## config.mk

```make
export PLATFORM = sky130hd
export DESIGN_NAME = nib_io_port
export DESIGN_NICKNAME = d
export VERILOG_FILES = /design/src/nib_pkg.sv /design/src/nib_io_port.sv /design/src/nib_pad_sync.sv
export VERILOG_INCLUDE_DIRS = /design/src /design/src/src
export SDC_FILE = /design/constraint.sdc
export NUM_CORES = 1
export LEC_CHECK = 0
export BUFFER_PORTS_ARGS = -buffer_cell sky130_fd_sc_hd__buf_2
export CORE_UTILIZATION = 54
export CTS_BUF_LIST = sky130_fd_sc_hd__clkbuf_8
export CTS_CLUSTER_SIZE = 14
export DETAILED_ROUTE_END_ITERATION = 8
export GPL_ROUTABILITY_DRIVEN = 1
export PLACE_DENSITY = 0.81
export SYNTH_ARGS = -nofsm -noshare
export SYNTH_HDL_FRONTEND = slang
export SYNTH_SLANG_ARGS = --single-unit
```

## constraint.sdc

```tcl
create_clock -name ref_clk -period 1.55 [get_ports ref_clk]
set_input_delay 0.0775 -clock ref_clk [delete_from_list [all_inputs] [get_ports ref_clk]]
set_output_delay 0.0775 -clock ref_clk [all_outputs]
set_load 0.01 [all_outputs]
```

## src/nib_cfg.svh

```systemverilog
// Offsets, field positions and reset values for the nibble I/O port block
`ifndef NIB_CFG_SVH
`define NIB_CFG_SVH

`define NIB_ADDR_W          5
`define NIB_OFS_PORT_A      5'h08
`define NIB_OFS_PORT_B      5'h09
`define NIB_OFS_PORT_C      5'h0A
`define NIB_OFS_PORT_D      5'h0B
`define NIB_OFS_MISC        5'h13
`define NIB_OFS_PUSEG       5'h15
`define NIB_OFS_DIR_A       5'h1B
`define NIB_OFS_DIR_B       5'h1C
`define NIB_OFS_DIR_C       5'h1D
`define NIB_OFS_DIR_D       5'h1E

`define NIB_MISC_ALARM_BIT  0
`define NIB_MISC_HEAVY_BIT  1
`define NIB_MISC_DOFF_BIT   2
`define NIB_PUS_SEG3_BIT    1
`define NIB_PUS_SEG4_BIT    2
`define NIB_PUS_PULL_BIT    3

`define NIB_RST_DATA        4'h0
`define NIB_RST_DIR         4'h0
`define NIB_RST_MISC        4'h4
`define NIB_RST_PUSEG       4'h0

`define NIB_SYS_CLK_DIV     4

`endif

```

## src/nib_pkg.sv

```systemverilog
// Types shared by the nibble I/O port block
package nib_pkg;

    typedef logic [3:0] nib_nibble_t;

    typedef enum logic [3:0] {
        NIB_REG_NONE,
        NIB_REG_DATA_A,
        NIB_REG_DATA_B,
        NIB_REG_DATA_C,
        NIB_REG_DATA_D,
        NIB_REG_MISC,
        NIB_REG_PUSEG,
        NIB_REG_DIR_A,
        NIB_REG_DIR_B,
        NIB_REG_DIR_C,
        NIB_REG_DIR_D
    } nib_reg_e;

    typedef struct packed {
        logic [3:0][3:0] portData;
        logic [3:0][3:0] portDir;
        logic [3:0]      misc;
        logic [3:0]      pullSeg;
        logic [3:0]      rdData;
        logic [15:0]     padOut;
        logic [15:0]     padOe_n;
        logic [15:0]     pullupEn;
        logic            portIrqLevel;
    } nib_port_s;

    typedef struct packed {
        logic [15:0] stage1;
        logic [15:0] stage2;
        logic [15:0] stage3;
        logic [15:0] stable;
    } nib_sync_s;

endpackage : nib_pkg

```

## src/nib_io_port.sv

```systemverilog
// Four nibble-wide bidirectional ports with pull-up, segment and alarm sharing
`timescale 1ns/1ns
`include "nib_cfg.svh"

module nib_io_port #(
    parameter int NUM_PORTS = 4
) (
    input  wire logic                      ref_clk,
    input  wire logic                      arst_n,
    input  wire logic                      clkEn,
    input  wire logic                      padRst,
    input  wire logic                      wdtRst,
    input  wire logic                      optSingleSupply,
    input  wire logic                      optPortDInOnly,
    input  wire logic                      regWrEn,
    input  wire logic                      regRdEn,
    input  wire logic [`NIB_ADDR_W-1:0]    regAddr,
    input  wire logic [3:0]                regWrData,
    output logic      [3:0]                regRdData,
    input  wire logic [15:0]               padIn,
    output logic      [15:0]               padOut,
    output logic      [15:0]               padOe_n,
    output logic      [15:0]               pullupEn,
    input  wire logic [7:0]                analogSel,
    input  wire logic                      alarmIn,
    input  wire logic [7:0]                segIn,
    output logic                           alarmPinSelect,
    output logic                           heavyLoad,
    output logic                           displayOff,
    output logic                           portIrqLevel,
    output logic                           portWake
);

    nib_pkg::nib_port_s st;
    nib_pkg::nib_port_s next_st;
    logic [15:0]        pinSync;

    initial
    begin
        if (NUM_PORTS != 4)
        begin
            $error("nib_io_port: NUM_PORTS must be 4");
        end
    end

    // Register address decode
    function automatic nib_pkg::nib_reg_e decode(input logic [`NIB_ADDR_W-1:0] addr);
        nib_pkg::nib_reg_e sel;
        case (addr)
            `NIB_OFS_PORT_A: sel = nib_pkg::NIB_REG_DATA_A;
            `NIB_OFS_PORT_B: sel = nib_pkg::NIB_REG_DATA_B;
            `NIB_OFS_PORT_C: sel = nib_pkg::NIB_REG_DATA_C;
            `NIB_OFS_PORT_D: sel = nib_pkg::NIB_REG_DATA_D;
            `NIB_OFS_MISC:   sel = nib_pkg::NIB_REG_MISC;
            `NIB_OFS_PUSEG:  sel = nib_pkg::NIB_REG_PUSEG;
            `NIB_OFS_DIR_A:  sel = nib_pkg::NIB_REG_DIR_A;
            `NIB_OFS_DIR_B:  sel = nib_pkg::NIB_REG_DIR_B;
            `NIB_OFS_DIR_C:  sel = nib_pkg::NIB_REG_DIR_C;
            `NIB_OFS_DIR_D:  sel = nib_pkg::NIB_REG_DIR_D;
            default:         sel = nib_pkg::NIB_REG_NONE;
        endcase
        return sel;
    endfunction : decode

    // Port read: driven bits return the latch, input bits the pin
    function automatic nib_pkg::nib_nibble_t portRead(
        input logic [3:0] data,
        input logic [3:0] dir,
        input logic [3:0] pin
    );
        return (dir & data) | (~dir & pin);
    endfunction : portRead

    nib_pad_sync #(
        .WIDTH   (16)
    ) u_sync (
        .ref_clk (ref_clk),
        .arst_n  (arst_n),
        .clkEn   (clkEn),
        .padIn   (padIn),
        .padSync (pinSync)
    );

    always_comb
    begin
        logic              segC;
        logic              segD;
        logic              alarmSel;
        logic              pullAll;
        logic [15:0]       drvData;
        logic [15:0]       drvEn;
        logic [15:0]       dirFlat;
        logic [15:0]       dataFlat;
        logic [7:0]        irqSrc;
        nib_pkg::nib_reg_e sel;

        next_st  = st;
        sel      = decode(regAddr);
        segC     = st.pullSeg[`NIB_PUS_SEG3_BIT];
        segD     = st.pullSeg[`NIB_PUS_SEG4_BIT];
        alarmSel = st.misc[`NIB_MISC_ALARM_BIT];
        pullAll  = st.pullSeg[`NIB_PUS_PULL_BIT];
        dirFlat  = st.portDir;
        dataFlat = st.portData;
        drvData  = dataFlat;
        drvEn    = dirFlat;
        irqSrc   = '0;

        // Register writes
        if (regWrEn)
        begin
            case (sel)
                nib_pkg::NIB_REG_DATA_A: next_st.portData[0] = regWrData;
                nib_pkg::NIB_REG_DATA_B: next_st.portData[1] = regWrData;
                nib_pkg::NIB_REG_DATA_C: next_st.portData[2] = regWrData;
                nib_pkg::NIB_REG_DATA_D: next_st.portData[3] = regWrData;
                nib_pkg::NIB_REG_DIR_A:  next_st.portDir[0] = regWrData;
                nib_pkg::NIB_REG_DIR_B:  next_st.portDir[1] = regWrData;
                nib_pkg::NIB_REG_DIR_C:  next_st.portDir[2] = regWrData;
                nib_pkg::NIB_REG_DIR_D:  next_st.portDir[3] = regWrData;
                nib_pkg::NIB_REG_MISC:   next_st.misc = {1'b0, regWrData[2:0]};
                nib_pkg::NIB_REG_PUSEG:  next_st.pullSeg = {regWrData[3:1], 1'b0};
                default:                 next_st = next_st;
            endcase
        end

        // Register reads, unmapped answer zero
        if (regRdEn)
        begin
            case (sel)
                nib_pkg::NIB_REG_DATA_A:
                    next_st.rdData = portRead(st.portData[0], st.portDir[0], pinSync[3:0]);
                nib_pkg::NIB_REG_DATA_B:
                    next_st.rdData = portRead(st.portData[1], st.portDir[1], pinSync[7:4]);
                nib_pkg::NIB_REG_DATA_C:
                    next_st.rdData = portRead(st.portData[2], st.portDir[2], pinSync[11:8]);
                nib_pkg::NIB_REG_DATA_D:
                    next_st.rdData = portRead(st.portData[3], st.portDir[3], pinSync[15:12]);
                nib_pkg::NIB_REG_DIR_A:  next_st.rdData = st.portDir[0];
                nib_pkg::NIB_REG_DIR_B:  next_st.rdData = st.portDir[1];
                nib_pkg::NIB_REG_DIR_C:  next_st.rdData = st.portDir[2];
                nib_pkg::NIB_REG_DIR_D:  next_st.rdData = st.portDir[3];
                nib_pkg::NIB_REG_MISC:   next_st.rdData = st.misc;
                nib_pkg::NIB_REG_PUSEG:  next_st.rdData = st.pullSeg;
                default:                 next_st.rdData = 4'h0;
            endcase
        end

        if (alarmSel)
        begin
            drvData[2:1] = {2{alarmIn}};
            drvEn[2:1]   = 2'b11;
        end

        if (segC)
        begin
            drvData[11:8] = segIn[3:0];
            drvEn[11:8]   = 4'hF;
        end

        if (segD)
        begin
            drvData[15:12] = segIn[7:4];
            drvEn[15:12]   = 4'hF;
        end

        if (optPortDInOnly)
        begin
            drvEn[15:14] = 2'b00;
        end

        next_st.padOut  = drvData;
        next_st.padOe_n = ~drvEn;

        next_st.pullupEn = {16{pullAll}} & dataFlat;
        if (optSingleSupply)
        begin
            next_st.pullupEn = next_st.pullupEn & ~drvEn;
        end

        irqSrc[3:0] = ~st.portDir[1] & ~analogSel[3:0] & ~pinSync[7:4];
        if (!segC)
        begin
            irqSrc[7:4] = ~st.portDir[2] & ~analogSel[7:4] & ~pinSync[11:8];
        end
        next_st.portIrqLevel = |irqSrc;

        // pad reset keeps or sets display off
        if (padRst)
        begin
            next_st.portData     = {4{`NIB_RST_DATA}};
            next_st.portDir      = {4{`NIB_RST_DIR}};
            next_st.pullSeg      = `NIB_RST_PUSEG;
            next_st.misc         = `NIB_RST_MISC;
            next_st.portIrqLevel = 1'b0;
            if (optSingleSupply)
            begin
                next_st.misc[`NIB_MISC_DOFF_BIT] = st.misc[`NIB_MISC_DOFF_BIT];
            end
        end

        if (wdtRst)
        begin
            next_st.portData     = {4{`NIB_RST_DATA}};
            next_st.portDir      = {4{`NIB_RST_DIR}};
            next_st.pullSeg      = `NIB_RST_PUSEG;
            next_st.misc         = `NIB_RST_MISC;
            next_st.portIrqLevel = 1'b0;
        end
    end

    always_ff @(posedge ref_clk or negedge arst_n)
    begin
        if (!arst_n)
        begin
            st          <= '0;
            st.misc     <= `NIB_RST_MISC;
            st.padOe_n  <= 16'hFFFF;
        end
        else if (clkEn)
        begin
            st <= next_st;
        end
    end

    assign regRdData      = st.rdData;
    assign padOut         = st.padOut;
    assign padOe_n        = st.padOe_n;
    assign pullupEn       = st.pullupEn;
    assign alarmPinSelect = st.misc[`NIB_MISC_ALARM_BIT];
    assign heavyLoad      = st.misc[`NIB_MISC_HEAVY_BIT];
    assign displayOff     = st.misc[`NIB_MISC_DOFF_BIT];
    assign portIrqLevel   = st.portIrqLevel;
    assign portWake       = st.portIrqLevel;

endmodule : nib_io_port

```

## src/nib_pad_sync.sv

```systemverilog
// Three-stage pad input synchroniser with agreement filter
`timescale 1ns/1ns
`include "nib_cfg.svh"

module nib_pad_sync #(
    parameter int WIDTH = 16
) (
    input  wire logic              ref_clk,
    input  wire logic              arst_n,
    input  wire logic              clkEn,
    input  wire logic [WIDTH-1:0]  padIn,
    output logic      [WIDTH-1:0]  padSync
);

    nib_pkg::nib_sync_s st;
    nib_pkg::nib_sync_s next_st;

    initial
    begin
        if (WIDTH != 16)
        begin
            $error("nib_pad_sync: WIDTH must be 16");
        end
    end

    always_comb
    begin
        next_st        = st;
        next_st.stage1 = padIn;
        next_st.stage2 = st.stage1;
        next_st.stage3 = st.stage2;
        for (int i = 0; i < WIDTH; i++)
        begin
            if (st.stage2[i] == st.stage3[i])
            begin
                next_st.stable[i] = st.stage3[i];
            end
        end
    end

    always_ff @(posedge ref_clk or negedge arst_n)
    begin
        if (!arst_n)
        begin
            // Idle-high start avoids a false low-level request
            st <= '1;
        end
        else if (clkEn)
        begin
            st <= next_st;
        end
    end

    assign padSync = st.stable;

endmodule : nib_pad_sync

```

==> impl_metrics.yaml, run 1 <==
yosys:
  yosys.area.top_type: "dfstp_2"
  synth_area_leaders: "dfstp_2, dfrtp_1, mux2_2"
  async_reset_ff_share_pct: 100.0
  synthDistinctLibCells: 66
  synth_top_area_share_pct: 27.47
  synth_nets: 769
  synth_edf_count: 0
  syn-cell-area_mm2: 0.007747
  synth_top_flop_cell: "dfstp_2"
  ys_seq_area_share_pct: 51.37
  synth_common_cells: "dfstp_2, dfrtp_1, mux2_2"
  synth.most_common_cell: "dfstp_2"
  ys_warn_count: 0
  synth_seq_cells: 155
  synthCells: 714
  syn_avg_cell_area_um2: 10.85
power:
  power.total_mw: 9.618
  p_per_area_mw_per_mm2: 1019
  ir_worst_vdd_mv: 0.7385
  power_leakage_nw: 4.081
layout:
  final_cell_area_mm2: 0.009439
  fill_cells: 1076
  instances_no_fill: 1056
  postLayoutCoreUtil_pct: 67.74
  area_delta_synth_final_pct: 21.83
  diodes: 0
  nets: 918
  drive_gt1_share_pct: 46.12
worst_setup_path:
  critPathArrivalTime_ns: 1.87
  end_kind: "flop"
  cp_slowest_cell: "dfrtp_1"
  r2r_cells: 5
  critPathKind: "flop to flop"
  cp_max_fo: 5
  slowest_delay_ns: 0.41
  startpoint_type: "flop"
  r2r-start: "st[67]"
  crit_path_cell_trace: "buf_6, mux2_4, a211o_1, nor4_2, o21ai_1"
  critPathTopFamily: "compound AO/OA/AOI/OAI gates"
  critPathRequiredTime_ns: 1.90
  r2r_end: "regRdData[2]"
  crit_buf_inv: 1
  r2r_slack_ns: 0.03
hold_path:
  hold_start: "padRst"
  min_path_type: "primary input to flop"
  whs_path_depth: 4
  min_delay_worst_endpoint: "displayOff"
timing:
  finalSetupViolations: 0
  layout_min_cycle_time_ns: 1.524
  fin_setup_tns_ns: 0
  setup_slack_ns: 0.02649
  max_freq_mhz: 656.4
  relSlewSlack_pct: 65.04
  maxSlewViolCount: 0
  hold_slack_ns: 0.02082
  fin_skew_ns: 0.01201
  hold_viol_final: 0
  finalCritPeriodShare_pct: 98.29
  rsz0062_at_grt: "true"
  tightestPinTransition_ns: 0.5204
die:
  core_area_mm2: 0.01393
  die-height_um: 121.8
  io_pins: 108
  fp.dieArea_mm2: 0.01483
  initial_core_util_pct: 55.60
  die_w_um: 121.8
  rows: 43
routing:
  via_per_inst: 5.679
  drt-total-wl_um: 20660
  num_vias: 5997
  firstDrtPassIters: 4
  ant_nets: 0
  drc: 0
  wire_per_inst_um: 19.56
  first_iter_violations: 352
cts:
  cts_root_buffer: "clkbuf_8"
  clkLatencyLatePin_ns: 0.46
  cts_tree: "built"
  cts.sink_count: 155
  cts_buffer_depth: 2
  numCtsBuffers: 17
  clkTransAtPathRegs_ns: 0.09
  cts_max_level: 4
place:
  place_inst: 992
  port_buffers: 107
  place_area_mm2: 0.008663
  hpwlAfterDp_um: 15240
  place_congestion: 0.9649
  preCtsSetupSlack_ns: -0.4668
global_route:
  grtUsageTotal_pct: 29.36
  antenna_found_initial: 0
  grt_overflow: 0
  first_global_vias: 5986
  grt_max_degree: 58
  grt_pass1_wl_um: 32120
run:
  maxCapViolations: 0
status:
  outcome: "finished clean"
-- tightest hold or removal path, stage by stage --
cell and delay (ns):
buf_2 0.11, nand3b_1 0.11, a21oi_1 0.14, a21oi_1 0.05
-- worst max-delay path by stage --
stage               slack [ns]  cells after the start       start        endpoint
detailed placement       -0.47                      9  regAddr[1]       heavyLoad
floorplan                -0.07                      6  regAddr[4]  alarmPinSelect
CTS                       0.02                      5      st[67]    regRdData[2]
finish                    0.03                      5      st[67]    regRdData[2]
global placement         -0.42                      9  regAddr[1]  alarmPinSelect
global route             -0.03                      5      st[67]    regRdData[2]
-- layer usage --
| layer | GRT usage (%) | part of all wire (%) |
|---|---|---|
| met5 | 0 | 0 |
| met4 | 15.20 | 3.9 |
| met1 | 39.14 | 44 |
| met3 | 6.367 | 6.4 |
| met2 | 44.99 | 46 |
-- state kept, by name (all words and copies together), names as in the netlist --
register,count
u_sync.st,16
pullupEn,16
u_sync.next_st,32
padOe_n,16
heavyLoad,1
alarmPinSelect,1
portIrqLevel,1
u_sync.padSync,16
displayOff,1
regRdData,4
padOut,16
next_st,6
st,29
-- kinds of logic after synthesis --
family,synth area share (%)
and+or+nand+nor,10.90
AOI/OAI and AO/OA,14.63
DFF,51.37
adders and majority gates,0.6460
muxes,14.15
buffers and inverters,8.301
-- final cells by class --
type | instances | area, um2 | share of cell area (%)
multi-input combinational | 446 | 3221 | 34.12
timing repair buffer | 212 | 1496 | 15.85
clock inverter | 14 | 152.6 | 1.617
inverter | 31 | 116.4 | 1.233
sequential | 155 | 3980 | 42.17
tap | 180 | 225.2 | 2.386
clock buffer | 18 | 247.7 | 2.625
-- report_power, final --
group / internal, mW / leakage (nW) / switching (mW)
Clock: 1.39 / 0.208 / 1.67
Sequential: 4.65 / 1.86 / 0.287
Combinational: 0.813 / 2.01 / 0.809
Total: 6.85 / 4.08 / 2.77
-- cell usage in the layout, fill, tap and decap left out, types with 3 or more instances in the layout --
master / count
a211oi_1: 3
a21o_1: 5
a21oi_1: 53
a22o_1: 9
a22oi_1: 3
a32o_1: 8
and2_1: 5
buf_12: 7
buf_2: 105
buf_4: 69
clkbuf_8: 18
clkinv_4: 4
dfrtp_1: 74
dfstp_2: 81
dlygate4sd3_1: 29
ha_2: 3
inv_1: 31
inv_6: 3
inv_8: 5
mux2_2: 70
mux2i_1: 25
nand2_1: 47
nand2b_1: 19
nand4_1: 16
nor2_1: 55
nor3_1: 5
o211ai_1: 3
o21ai_0: 37
o21ai_1: 16
o21ai_2: 8
-- what timing repair did --
action	CTS	global route
resized for setup	5	9
cloned	0	1
hold buffers	29	0
buffers inserted	1	2
endpoints found under the setup margin	2	25
pin swaps	3	1
endpoints found under the hold margin	129	0
(Power assumes the default switching activity.)
==> run 2: changes to the inputs <==
--- a/config.mk
+++ b/config.mk
@@ -7,12 +7,11 @@
 export NUM_CORES = 1
 export LEC_CHECK = 0
 export BUFFER_PORTS_ARGS = -buffer_cell sky130_fd_sc_hd__buf_2
-export CORE_UTILIZATION = 54
-export CTS_BUF_LIST = sky130_fd_sc_hd__clkbuf_8
+export CORE_UTILIZATION = 52
 export CTS_CLUSTER_SIZE = 14
 export DETAILED_ROUTE_END_ITERATION = 8
 export GPL_ROUTABILITY_DRIVEN = 1
-export PLACE_DENSITY = 0.81
+export PLACE_DENSITY = 0.78
 export SYNTH_ARGS = -nofsm -noshare
 export SYNTH_HDL_FRONTEND = slang
 export SYNTH_SLANG_ARGS = --single-unit
==> impl_metrics.yaml, run 2 (same netlist as run 1, synthesis figures left out) <==
status:
  outcome: "finished clean"
layout:
  layout_common_cells: "buf_2, dfstp_2, dfrtp_1"
  final_common_cell: "buf_2"
  diodes: 0
  drive_gt1_share_pct: 46.80
  nets: 918
  instances_no_fill: 1060
  postLayoutCoreUtil_pct: 66.85
  largest_reg_flops: 32
  final_cell_area_mm2: 0.009716
  area_delta_synth_final_pct: 25.40
hold_path:
  min_path_type: "primary input to flop"
global_route:
  grtUsageTotal_pct: 28.79
  grt_pass1_wl_um: 32170
  antenna_found_initial: 0
  first_global_vias: 5900
  grt_max_degree: 49
  grt_overflow: 0
timing:
  rsz0062_at_grt: "true"
  relSlewSlack_pct: 65.73
  tightestPinTransition_ns: 0.5101
  finalSetupViolations: 0
  fin_skew_ns: 0.007730
  hold_viol_final: 0
  finalCritPeriodShare_pct: 94.63
  maxSlewViolCount: 0
  max_freq_mhz: 681.7
  layout_min_cycle_time_ns: 1.467
routing:
  drc: 0
  wire_per_inst_um: 19.94
  num_vias: 5978
  ant_nets: 0
  via_per_inst: 5.640
  drt-total-wl_um: 21140
  firstDrtPassIters: 4
  first_iter_violations: 404
cts:
  cts_root_buffer: "clkbuf_16"
  numCtsBuffers: 17
  clkTransAtPathRegs_ns: 0.06
  cts_tree: "built"
  cts_max_level: 4
  clkLatencyLatePin_ns: 0.43
  cts.sink_count: 155
  cts_buffer_depth: 2
power:
  ir_worst_vdd_mv: 0.7614
  power_leakage_nw: 4.187
  p_per_area_mw_per_mm2: 1127
worst_setup_path:
  slowest_delay_ns: 0.42
  critPathRequiredTime_ns: 1.86
  r2r_slack_ns: 0.08
  end_kind: "flop"
  startpoint_type: "flop"
  critPathKind: "flop to flop"
  crit_path_cell_trace: "buf_6, mux2_4, a211o_1, nor4_2, o21ai_1"
  critPathArrivalTime_ns: 1.77
  crit_buf_inv: 1
  critPathTopFamily: "flip-flops"
  cp_slowest_cell: "dfrtp_1"
  cp_max_fo: 2
die:
  io_pins: 108
  fp.dieArea_mm2: 0.01539
  core_area_mm2: 0.01453
  initial_core_util_pct: 53.31
  die-height_um: 124.1
  die_w_um: 124.1
  rows: 44
place:
  hpwlAfterDp_um: 15350
  place_congestion: 0.9489
  place_area_mm2: 0.008696
  place_inst: 998
  port_buffers: 107
run:
  maxCapViolations: 0
==> run 2: cell count changes in the layout (fill, tap and decap cells not counted), sizes merged <==
cell         before  now
inv              39   36
buf             183  185
clkinvlp          0    2
bufinv            1    3
o221ai            2    1
clkbuf           18   17
dlygate4sd3      29   28
==> run 2: stage by stage <==
step / hold WS (ns) / total power, mW / TNS, ns / worst slack [ns]
2_1_floorplan: -0.2181 / 5.871 / -0.2786 / -0.07144
3_3_place_gp: -0.01072 / 6.456 / -11.30 / -0.3802
3_5_place_dp: -0.003063 / 6.541 / -13.34 / -0.4658
4_1_cts: 0.002407 / 10.97 / 0 / 0.01139
6_report: 0.005420 / 10.95 / 0 / 0.08318
5_1_grt: 0.02565 / 11.39 / -0.008142 / -0.008142
==> run 2: path summary, 6_finish.rpt <==
path                            start      endpoint  cells past startpoint
setup / recovery               st[67]  regRdData[2]                      5
hold / removal                alarmIn     padOut[1]                      3
setup reg to reg               st[67]  regRdData[2]                      5
hold reg to reg            padOe_n[3]    padOe_n[3]                      2
max in group asynchronous      arst_n   padOe_n[15]                      3
min in group asynchronous      arst_n  pullupEn[12]                      2
==> run 2: area by class of cell <==
| cell class | count | area [um2] |
|---|---|---|
| clock buffer | 17 | 425.4 |
| inverter | 31 | 121.4 |
| clock inverter | 15 | 187.7 |
| timing repair buffer | 213 | 1516 |
| fill | 1131 | 4818 |
| sequential | 155 | 3981 |
| multi-input combinational | 445 | 3253 |
| tap | 184 | 230.2 |
==> run 2: where the power goes <==
group | switching [mW] | internal [mW] | leakage (nW)
sequential | 0.313 | 4.66 | 1.86
combinational | 0.812 | 0.820 | 2.03
clock | 1.78 | 2.57 | 0.297
total | 2.90 | 8.05 | 4.19
==> run 2: tightest hold or removal path, stage by stage <==
cell and delay [ns]:
buf_2 0.09, mux2i_1 0.07, a21oi_1 0.14
==> run 2: routing by layer <==
| layer | track usage (%) | vias to the layer above | wire length (um) | part of all wire, % |
|---|---|---|---|---|
| met5 | 0 | - | 0 | 0 |
| met4 | 12.05 | 0 | 655 | 3.1 |
| met3 | 6.548 | 40 | 1425 | 6.7 |
| met2 | 46.82 | 230 | 10090 | 48 |
| met1 | 36.91 | 2925 | 8966 | 42 |
| li1 | - | 2783 | - | - |
==> run 2: timing repair <==
action	CTS	global route
endpoints found under the setup margin	5	12
hold buffers	28	0
gates resized for setup	4	26
endpoints found under the hold margin	112	0
setup buffers	0	3
pin swaps	0	7
